## src/verilog/xpe_defines.vh

```
`ifndef XPE_DEFINES_VH
`define XPE_DEFINES_VH
// Quarter phase one-hot codes
`define XPE_Q1 4'h1
`define XPE_Q2 4'h2
`define XPE_Q3 4'h4
`define XPE_Q4 4'h8
// Opcode patterns
`define XPE_OP_PTR_ADD_HI 8'hE8
`define XPE_OP_MOVE_HI_MSB 9'h1D6
`define XPE_OP_CALL_REG 16'h0014
`define XPE_OP_SECOND_WORD 4'hF
// Field positions
`define XPE_LIT6_MSB 5
`define XPE_SEL_MSB 7
`define XPE_SEL_LSB 6
`define XPE_OFS7_MSB 6
`define XPE_DST_MSB 11
`define XPE_SEL_RETURN 2'h3
`define XPE_SEL_FRAME 2'h2
// Return address step
`define XPE_RET_STEP 21'h00_0002
// Source value when an indirect register is named
`define XPE_INDIRECT_VALUE 8'h00
// Reset values
`define XPE_PTR_RESET 12'h000
`endif

```

## src/verilog/xpe_exec.v

```verilog
`include "xpe_defines.vh"
// Function
// - Extended instructions act only while the extended set enable bit is set.
// - Pointer add sums the unsigned six-bit literal into the selected pointer.
// - Literal 0 to 63; select 0, 1 or 2 names one of three pointers.
// - None of these four instructions changes any status flag.
// - Select value 3 is add-and-return, always on the stack frame pointer.
// - Add-and-return adds literal to frame pointer then loads counter from stack top.
// - Add-and-return takes two cycles; pointer written first Q4, second cycle idle.
// - Opcode 0014h with no operands is the register indirect call.
// - Register call first pushes counter plus two onto the return stack.
// - Then working register to low byte, latches to high and upper bytes.
// - Register call takes two cycles; second is idle while target is fetched.
// - Register call makes no shadow save of working, status or bank registers.
// - Indexed move: first word 1110 1011 0 plus offset, second word 1111 plus address.
// - Source is frame pointer plus 0..127 offset, copied to absolute 0..4095.
// - Destination comes from the twelve-bit literal of the second word.
// - An indirect register as source returns 00h instead of indirect access.
module xpe_exec
(
   // Clock and reset
   input wire SYS_CLK_IN,
   input wire RST_IN,
   // Core context
   input wire EXT_ENABLE_IN,
   input wire [3:0] QPHASE_IN,
   input wire [15:0] INSTR_IN,
   input wire INSTR_VALID_IN,
   input wire [20:0] PC_IN,
   input wire [7:0] WORKING_REGISTER_IN,
   input wire [7:0] COUNTER_HIGH_LATCH_IN,
   input wire [7:0] COUNTER_UPPER_LATCH_IN,
   input wire [20:0] STACK_TOP_IN,
   // Data memory read
   output wire [11:0] RD_ADDR_OUT,
   output wire RD_EN_OUT,
   input wire [7:0] RD_DATA_IN,
   input wire RD_INDIRECT_IN,
   // Data memory write
   output reg [11:0] WR_ADDR_OUT,
   output reg [7:0] WR_DATA_OUT,
   output reg WR_EN_OUT,
   // Program counter and stack
   output reg [20:0] PC_LOAD_OUT,
   output reg PC_LOAD_EN_OUT,
   output reg [20:0] PUSH_DATA_OUT,
   output reg PUSH_EN_OUT,
   output reg POP_EN_OUT,
   // Pipeline
   output wire FORCE_NOP_OUT,
   output wire CONSUME_SECOND_OUT,
   output wire BUSY_OUT,
   // Pointers
   output wire [11:0] PTR0_OUT,
   output wire [11:0] PTR1_OUT,
   output wire [11:0] PTR2_OUT
);
   localparam ST_IDLE = 4'h1;
   localparam ST_RET = 4'h2;
   localparam ST_CALL = 4'h4;
   localparam ST_MOVE = 4'h8;

   reg [3:0] state_reg;
   reg [3:0] state_next;
   reg [11:0] ptr0_reg;
   reg [11:0] ptr1_reg;
   reg [11:0] ptr2_reg;
   reg [11:0] src_addr_reg;
   reg [7:0] src_data_reg;
   reg [5:0] lit_reg;
   reg [1:0] sel_reg;

   wire is_ptr_add;
   wire is_ptr_ret;
   wire is_call;
   wire is_move;
   wire idle;
   wire q1;
   wire q4;

   function [11:0] add_ptr;
      input [11:0] base;
      input [6:0] ofs;
      begin
         add_ptr = base + {5'h00, ofs};
      end
   endfunction

   xpe_decode xpe_decode_inst
   (
      .word_in(INSTR_IN),
      .enable_in(EXT_ENABLE_IN && INSTR_VALID_IN),
      .is_ptr_add_out(is_ptr_add),
      .is_ptr_ret_out(is_ptr_ret),
      .is_call_out(is_call),
      .is_move_out(is_move)
   );

   assign idle = (state_reg == ST_IDLE);
   assign q1 = (QPHASE_IN == `XPE_Q1);
   assign q4 = (QPHASE_IN == `XPE_Q4);
   // Second cycle of every two-cycle instruction is a no-operation
   assign FORCE_NOP_OUT = !idle;
   assign CONSUME_SECOND_OUT = (state_reg == ST_MOVE);
   assign BUSY_OUT = !idle;
   assign PTR0_OUT = ptr0_reg;
   assign PTR1_OUT = ptr1_reg;
   assign PTR2_OUT = ptr2_reg;
   // Source address loaded in Q1 to Q3 so the read in Q4 sees a stable address
   assign RD_ADDR_OUT = src_addr_reg;
   assign RD_EN_OUT = idle && is_move && q4;

   always @*
   begin
      state_next = state_reg;
      case (state_reg)
         ST_IDLE:
         begin
            if (q4 && is_ptr_ret)
               state_next = ST_RET;
            else if (q4 && is_call)
               state_next = ST_CALL;
            else if (q4 && is_move)
               state_next = ST_MOVE;
         end
         ST_RET, ST_CALL, ST_MOVE:
         begin
            if (q4)
               state_next = ST_IDLE;
         end
         default:
         begin
            state_next = ST_IDLE;
         end
      endcase
   end

   // No status, working or bank register is touched by any path here
   always @(posedge SYS_CLK_IN)
   begin
      if (RST_IN)
      begin
         state_reg <= ST_IDLE;
         ptr0_reg <= `XPE_PTR_RESET;
         ptr1_reg <= `XPE_PTR_RESET;
         ptr2_reg <= `XPE_PTR_RESET;
         src_addr_reg <= 12'h000;
         src_data_reg <= 8'h00;
         lit_reg <= 6'h00;
         sel_reg <= 2'h0;
         WR_ADDR_OUT <= 12'h000;
         WR_DATA_OUT <= 8'h00;
         WR_EN_OUT <= 1'b0;
         PC_LOAD_OUT <= 21'h00_0000;
         PC_LOAD_EN_OUT <= 1'b0;
         PUSH_DATA_OUT <= 21'h00_0000;
         PUSH_EN_OUT <= 1'b0;
         POP_EN_OUT <= 1'b0;
      end
      else
      begin
         state_reg <= state_next;
         WR_EN_OUT <= 1'b0;
         PC_LOAD_EN_OUT <= 1'b0;
         PUSH_EN_OUT <= 1'b0;
         POP_EN_OUT <= 1'b0;
         if (idle && q1)
         begin
            lit_reg <= INSTR_IN[`XPE_LIT6_MSB:0];
            sel_reg <= INSTR_IN[`XPE_SEL_MSB:`XPE_SEL_LSB];
         end
         if (idle && is_move && !q4)
            src_addr_reg <= add_ptr(ptr2_reg, INSTR_IN[`XPE_OFS7_MSB:0]);
         if (idle && q4)
         begin
            // Literal and select were captured in Q1, so the sum uses the latched copy
            if (is_ptr_add)
            begin
               case (sel_reg)
                  2'h0: ptr0_reg <= add_ptr(ptr0_reg, {1'b0, lit_reg});
                  2'h1: ptr1_reg <= add_ptr(ptr1_reg, {1'b0, lit_reg});
                  default: ptr2_reg <= add_ptr(ptr2_reg, {1'b0, lit_reg});
               endcase
            end
            if (is_ptr_ret)
            begin
               ptr2_reg <= add_ptr(ptr2_reg, {1'b0, lit_reg});
               PC_LOAD_OUT <= STACK_TOP_IN;
               PC_LOAD_EN_OUT <= 1'b1;
               POP_EN_OUT <= 1'b1;
            end
            if (is_call)
            begin
               PUSH_DATA_OUT <= PC_IN + `XPE_RET_STEP;
               PUSH_EN_OUT <= 1'b1;
               PC_LOAD_OUT <= {COUNTER_UPPER_LATCH_IN[4:0], COUNTER_HIGH_LATCH_IN, WORKING_REGISTER_IN};
               PC_LOAD_EN_OUT <= 1'b1;
            end
            if (is_move)
               src_data_reg <= RD_INDIRECT_IN ? `XPE_INDIRECT_VALUE : RD_DATA_IN;
         end
         // Second word supplies destination; no read happens in this cycle
         if ((state_reg == ST_MOVE) && q4 && (INSTR_IN[15:12] == `XPE_OP_SECOND_WORD))
         begin
            WR_ADDR_OUT <= INSTR_IN[`XPE_DST_MSB:0];
            WR_DATA_OUT <= src_data_reg;
            WR_EN_OUT <= 1'b1; // destination range trusted to software
         end
      end
   end
endmodule

```

## src/verilog/xpe_decode.v

```verilog
`include "xpe_defines.vh"
module xpe_decode
(
   // Instruction word and enable
   input wire [15:0] word_in,
   input wire enable_in,
   // Decoded kinds
   output wire is_ptr_add_out,
   output wire is_ptr_ret_out,
   output wire is_call_out,
   output wire is_move_out
);
   wire ptr_form;
   assign ptr_form = enable_in && (word_in[15:8] == `XPE_OP_PTR_ADD_HI);
   assign is_ptr_add_out = ptr_form && (word_in[`XPE_SEL_MSB:`XPE_SEL_LSB] != `XPE_SEL_RETURN);
   assign is_ptr_ret_out = ptr_form && (word_in[`XPE_SEL_MSB:`XPE_SEL_LSB] == `XPE_SEL_RETURN);
   assign is_call_out = enable_in && (word_in == `XPE_OP_CALL_REG);
   assign is_move_out = enable_in && (word_in[15:7] == `XPE_OP_MOVE_HI_MSB);
endmodule

```

## config.mk

```make
export PLATFORM = sky130hd
export DESIGN_NAME = xpe_exec
export DESIGN_NICKNAME = d
export VERILOG_FILES = /design/src/verilog/xpe_exec.v /design/src/verilog/xpe_decode.v
export VERILOG_INCLUDE_DIRS = /design/src /design/src/verilog
export SDC_FILE = /design/constraint.sdc
export NUM_CORES = 1
export LEC_CHECK = 0
export ABC_AREA = 1
export BUFFER_PORTS_ARGS = -buffer_cell sky130_fd_sc_hd__buf_2
export CORE_ASPECT_RATIO = 0.8
export CORE_MARGIN = 5
export CORE_UTILIZATION = 53
export CTS_CLUSTER_DIAMETER = 50
export DETAILED_ROUTE_END_ITERATION = 8
export PLACE_DENSITY_LB_ADDON = 0.05
export SLEW_MARGIN = 10
export SYNTH_ARGS = -nofsm -noshare
export SYNTH_HDL_FRONTEND = slang
export SYNTH_SLANG_ARGS = --single-unit
```

## constraint.sdc

```tcl
create_clock -name SYS_CLK_IN -period 1.9 [get_ports SYS_CLK_IN]
set_input_delay 0.285 -clock SYS_CLK_IN [delete_from_list [all_inputs] [get_ports SYS_CLK_IN]]
set_output_delay 0.285 -clock SYS_CLK_IN [all_outputs]
set_load 0.1 [all_outputs]
```

==> results.txt <==
The largest registers in the layout are PC_LOAD_OUT x21, PUSH_DATA_OUT x21. After synthesis, the largest family of logic cells by area is simple AND/OR/NAND/NOR gates. On the final layout, the worst clock skew is approximately 0.0058 ns. After layout, the worst path uses 94.3% of the clock period.

Of the cells placed in the final design, the portion with a size suffix greater than 1 is between 20% and 30%. The count of port buffers added during placement is ~210. The post-CTS clock slew at the launch and capture registers of the worst setup and hold paths is ~0.060 ns. The cell type with the largest total area after synthesis is sky130_fd_sc_hd__dfxtp_1. A synthesized cell averages between 6 and 7 µm². The number of hold violations in the final report was 0. The chip height is 118 µm. The vias after detailed routing came out at roughly 8000. The arithmetic-cell share of the synthesized area counting full adders, half adders and majority gates came out at 5.28%. The initial antenna violation count came to 1. The number of search-and-repair iterations in the first detailed-routing pass came out at 5. The sequential cells in the finished layout cover a total of around 2700 µm². The mux cell area share after synthesis is 0%. The area growth from synthesis to final layout came out at 25.9%. After detailed routing, the number of vias per cell comes to just over 5. The violation count after the first detailed-routing iteration came out at 542. The compound-cell area share of the yosys netlist is 14.1%. After detailed routing, the total wire length is around 22 mm. The CTS tree is yes.

The max-slew headroom at the worst pin came out at about two thirds. The floorplan step defined a core boundary enclosing 14200 µm². The total half-perimeter wirelength after legalization and detailed placement came out at 16.5 mm. The maximum frequency from static timing analysis came out at 558 MHz. The kind of end point of the critical path is an output port. The pin count of the biggest net entering global routing is between 50 and 60. Synthesis produced a netlist whose cell count is roughly 1100.

The share of synthesized area in the top cell type comes to a little over a third. Global routing used 25.7% of the available tracks across all layers. The area occupied by multi-input gates is around 4400 µm². The post-synthesis share of cell area spent on and, or, nand and nor gates came out at 33.5%.

The clock sink count is around 130. The average wire per standard cell came out at approximately 14 µm. At the pin with the least slew margin, the transition time is slightly above 0.5 ns. In this run the cell area of the synthesized design comes to around 7700 µm².

The number of design rule violations left after detail routing came out at 0. Once detail routing completed, the nets flagged for antenna violations numbered 0. The TritonCTS buffer count is 17.

The number of nets in the synthesized netlist is 1246. The via count of the first global-routing pass came out at 7334. The share of the core filled with cells in the final layout came out at between 60% and 70%.

The post-synthesis register bit count came out at 134. After global routing the overflow that remains totals 0. The maximum vdd drop is 649 µV.

The count of final setup violators came out at 0. The count of pins over their slew limit came out at 0. Of all flip-flops after synthesis, the portion carrying an async set or reset was 0%. The final setup TNS came out at 0 ns.

The number of synthesis warnings came out at 0. The worst path required time came out at about 1.6 ns. The floorplan die area is 17000 µm². At the end of routability-driven placement, the weighted congestion stood at between 0.8 and 0.9. The run finished with clean final reports. The xor/xnor share of the synthesized area is 4.11%. The maximum buffer depth of the clock tree is 2.

The critical path class is flip-flop to output port. The clock period could shrink to 1.79 ns. The overall die width is about 140 µm. The most used flip-flop cell after synthesis is sky130_fd_sc_hd__dfxtp_1. The final total power came out at ~6.9 mW.

The final-layout fill cell count came out at roughly 1300. The min-delay analysis places its worst path in the category primary input to flip-flop. Setup repair after global routing left no endpoint under its margin.

The total I/O pin count came out at about 220. Data on the critical path arrives at its endpoint at between 1.5 and 2 ns. The number of violations of the max-capacitance limit is 0.

The count of standard-cell rows came out at 39. The leakage dissipation came out at slightly below 5 nW. The distinct cell type count of the synthesized netlist is 49. For this design the ratio of total power to cell area is between 700 and 800 nW/µm².

Along the worst path, the maximum fanout reaches 6. The total number of H-tree levels came out at 4. The first-pass GRT wire length came out at about 36 mm. The synthesized design contains 0 enable-type register cells. The tree is rooted in a sky130_fd_sc_hd__clkbuf_16. The cts-stage hold buffer count is 0. The launching element type of the critical path is a flip-flop.

The clock latency at the later pin of the worst-skew pair came out at 0.42 ns. The starting density of the core is between 50% and 60%. The portion of the post-synthesis area used by sequential elements came out at around a third. The final layout contains about 1500 nets. Sorting the synthesized cells by area gives the leading types as sky130_fd_sc_hd__dfxtp_1, sky130_fd_sc_hd__nand2_1, sky130_fd_sc_hd__nor2_1.
-- synth_stat cells (2+ instances only) --
cell	count
sky130_fd_sc_hd__a21oi_1	85
sky130_fd_sc_hd__nand3b_1	3
sky130_fd_sc_hd__xnor2_1	13
sky130_fd_sc_hd__buf_2	5
sky130_fd_sc_hd__nor2_4	10
sky130_fd_sc_hd__a31oi_1	4
sky130_fd_sc_hd__dfxtp_1	134
sky130_fd_sc_hd__o21a_1	4
sky130_fd_sc_hd__clkinv_1	2
sky130_fd_sc_hd__nand2_2	10
sky130_fd_sc_hd__o211a_1	8
sky130_fd_sc_hd__inv_2	6
sky130_fd_sc_hd__nand3_1	61
sky130_fd_sc_hd__clkbuf_1	17
sky130_fd_sc_hd__nand2_1	308
sky130_fd_sc_hd__fa_1	4
sky130_fd_sc_hd__nor2_2	5
sky130_fd_sc_hd__buf_4	7
sky130_fd_sc_hd__nand4_1	12
sky130_fd_sc_hd__nor3_2	2
sky130_fd_sc_hd__nand3_2	2
sky130_fd_sc_hd__nand3_4	2
sky130_fd_sc_hd__o21ai_1	35
sky130_fd_sc_hd__ha_1	26
sky130_fd_sc_hd__inv_1	91
sky130_fd_sc_hd__nor3_1	13
sky130_fd_sc_hd__xor2_1	23
sky130_fd_sc_hd__or2_2	3
sky130_fd_sc_hd__a211oi_2	4
sky130_fd_sc_hd__o21ai_0	49
sky130_fd_sc_hd__buf_6	7
sky130_fd_sc_hd__nor2_1	145
-- cell families after synthesis --
kind of cell,after synthesis
AND/OR/NAND/NOR,584
flip-flops,134
adder cells (fa/ha/maj),30
XOR/XNOR,36
AO/OA/AOI/OAI,194
buffers and inverters,139
-- worst max-delay path: stages (launching register included) --
cell                      delay, ns
sky130_fd_sc_hd__dfxtp_1       0.33
sky130_fd_sc_hd__inv_1         0.06
sky130_fd_sc_hd__nor2_2        0.12
sky130_fd_sc_hd__nand2_4       0.11
sky130_fd_sc_hd__inv_8         0.07
sky130_fd_sc_hd__nand2_2       0.08
sky130_fd_sc_hd__nor2_8        0.12
sky130_fd_sc_hd__buf_12        0.18
-- timing repair --
action,4_1_cts,5_1_grt
buffers inserted,0,2
gates resized for setup,0,5
endpoints found under the setup margin,0,4
-- layout by cell type (no fill, tap or decap), drive strengths merged --
master / instances
nand2: 320
buf: 232
nor2: 161
dfxtp: 134
inv: 100
a21oi: 87
o21ai: 84
nand3: 65
ha: 26
xor2: 23
clkbuf: 20
nor3: 15
nand4: 14
xnor2: 13
o211a: 8
clkinv: 7
bufinv: 5
a31oi: 4
o21a: 4
a211oi: 4
fa: 4
or2: 3
nand3b: 3
clkinvlp: 3
diode: 1
o211ai: 1
a21o: 1
o21bai: 1
and3: 1
nor4: 1
and2: 1
-- through the flow --
step	std cells	instance area [µm²]	worst slack [ns]	hold WS [ns]
after floorplan	1117	7710	0.000954	0.376
after global placement	1495	8980	0.107	0.430
after detailed placement	1495	8980	0.0786	0.434
after CTS	1527	9640	0.0267	0.0720
after global routing	1530	9670	0.000901	0.0878
final	1530	9670	0.108	0.0782
-- routing by layer --
metal  routed length (µm)  share of wire [%]  global-route usage (%)  vias up
li1                     -                  -                       -     4046
met4                  329                1.5                    7.05        0
met2                10200                 46                    41.3      258
met1                 9910                 45                    33.5     3475
met5                    0                  0                       0        -
met3                 1670                7.5                    7.72       28
-- power by group --
group | total [mW] | internal [mW] | switching [mW]
Combinational | 0.418 | 0.159 | 0.259
Sequential | 2.83 | 2.81 | 0.0109
Clock | 3.70 | 2.40 | 1.30
-- final cells by class --
| type | count | area share (%) |
|---|---|---|
| multi-input combinational | 844 | 45.3 |
| sequential | 134 | 28.1 |
| timing repair buffer | 232 | 13.2 |
| clock buffer | 20 | 4.72 |
| inverter | 103 | 4.17 |
| tap | 184 | 2.38 |
| clock inverter | 12 | 2.07 |
| antenna | 1 | 0.0259 |
-- final timing paths --
path | start | endpoint | slack [ns] | depth (start not counted)
hold / removal | PC_IN[1] | PUSH_DATA_OUT[1] | 0.08 | 2
setup / recovery | state_reg[0] | RD_EN_OUT | 0.11 | 7
setup reg to reg | lit_reg[0] | PTR1_OUT[8] | 0.12 | 10
hold reg to reg | WR_ADDR_OUT[1] | WR_ADDR_OUT[1] | 0.44 | 2
Power figures use the tool's default switching activity.
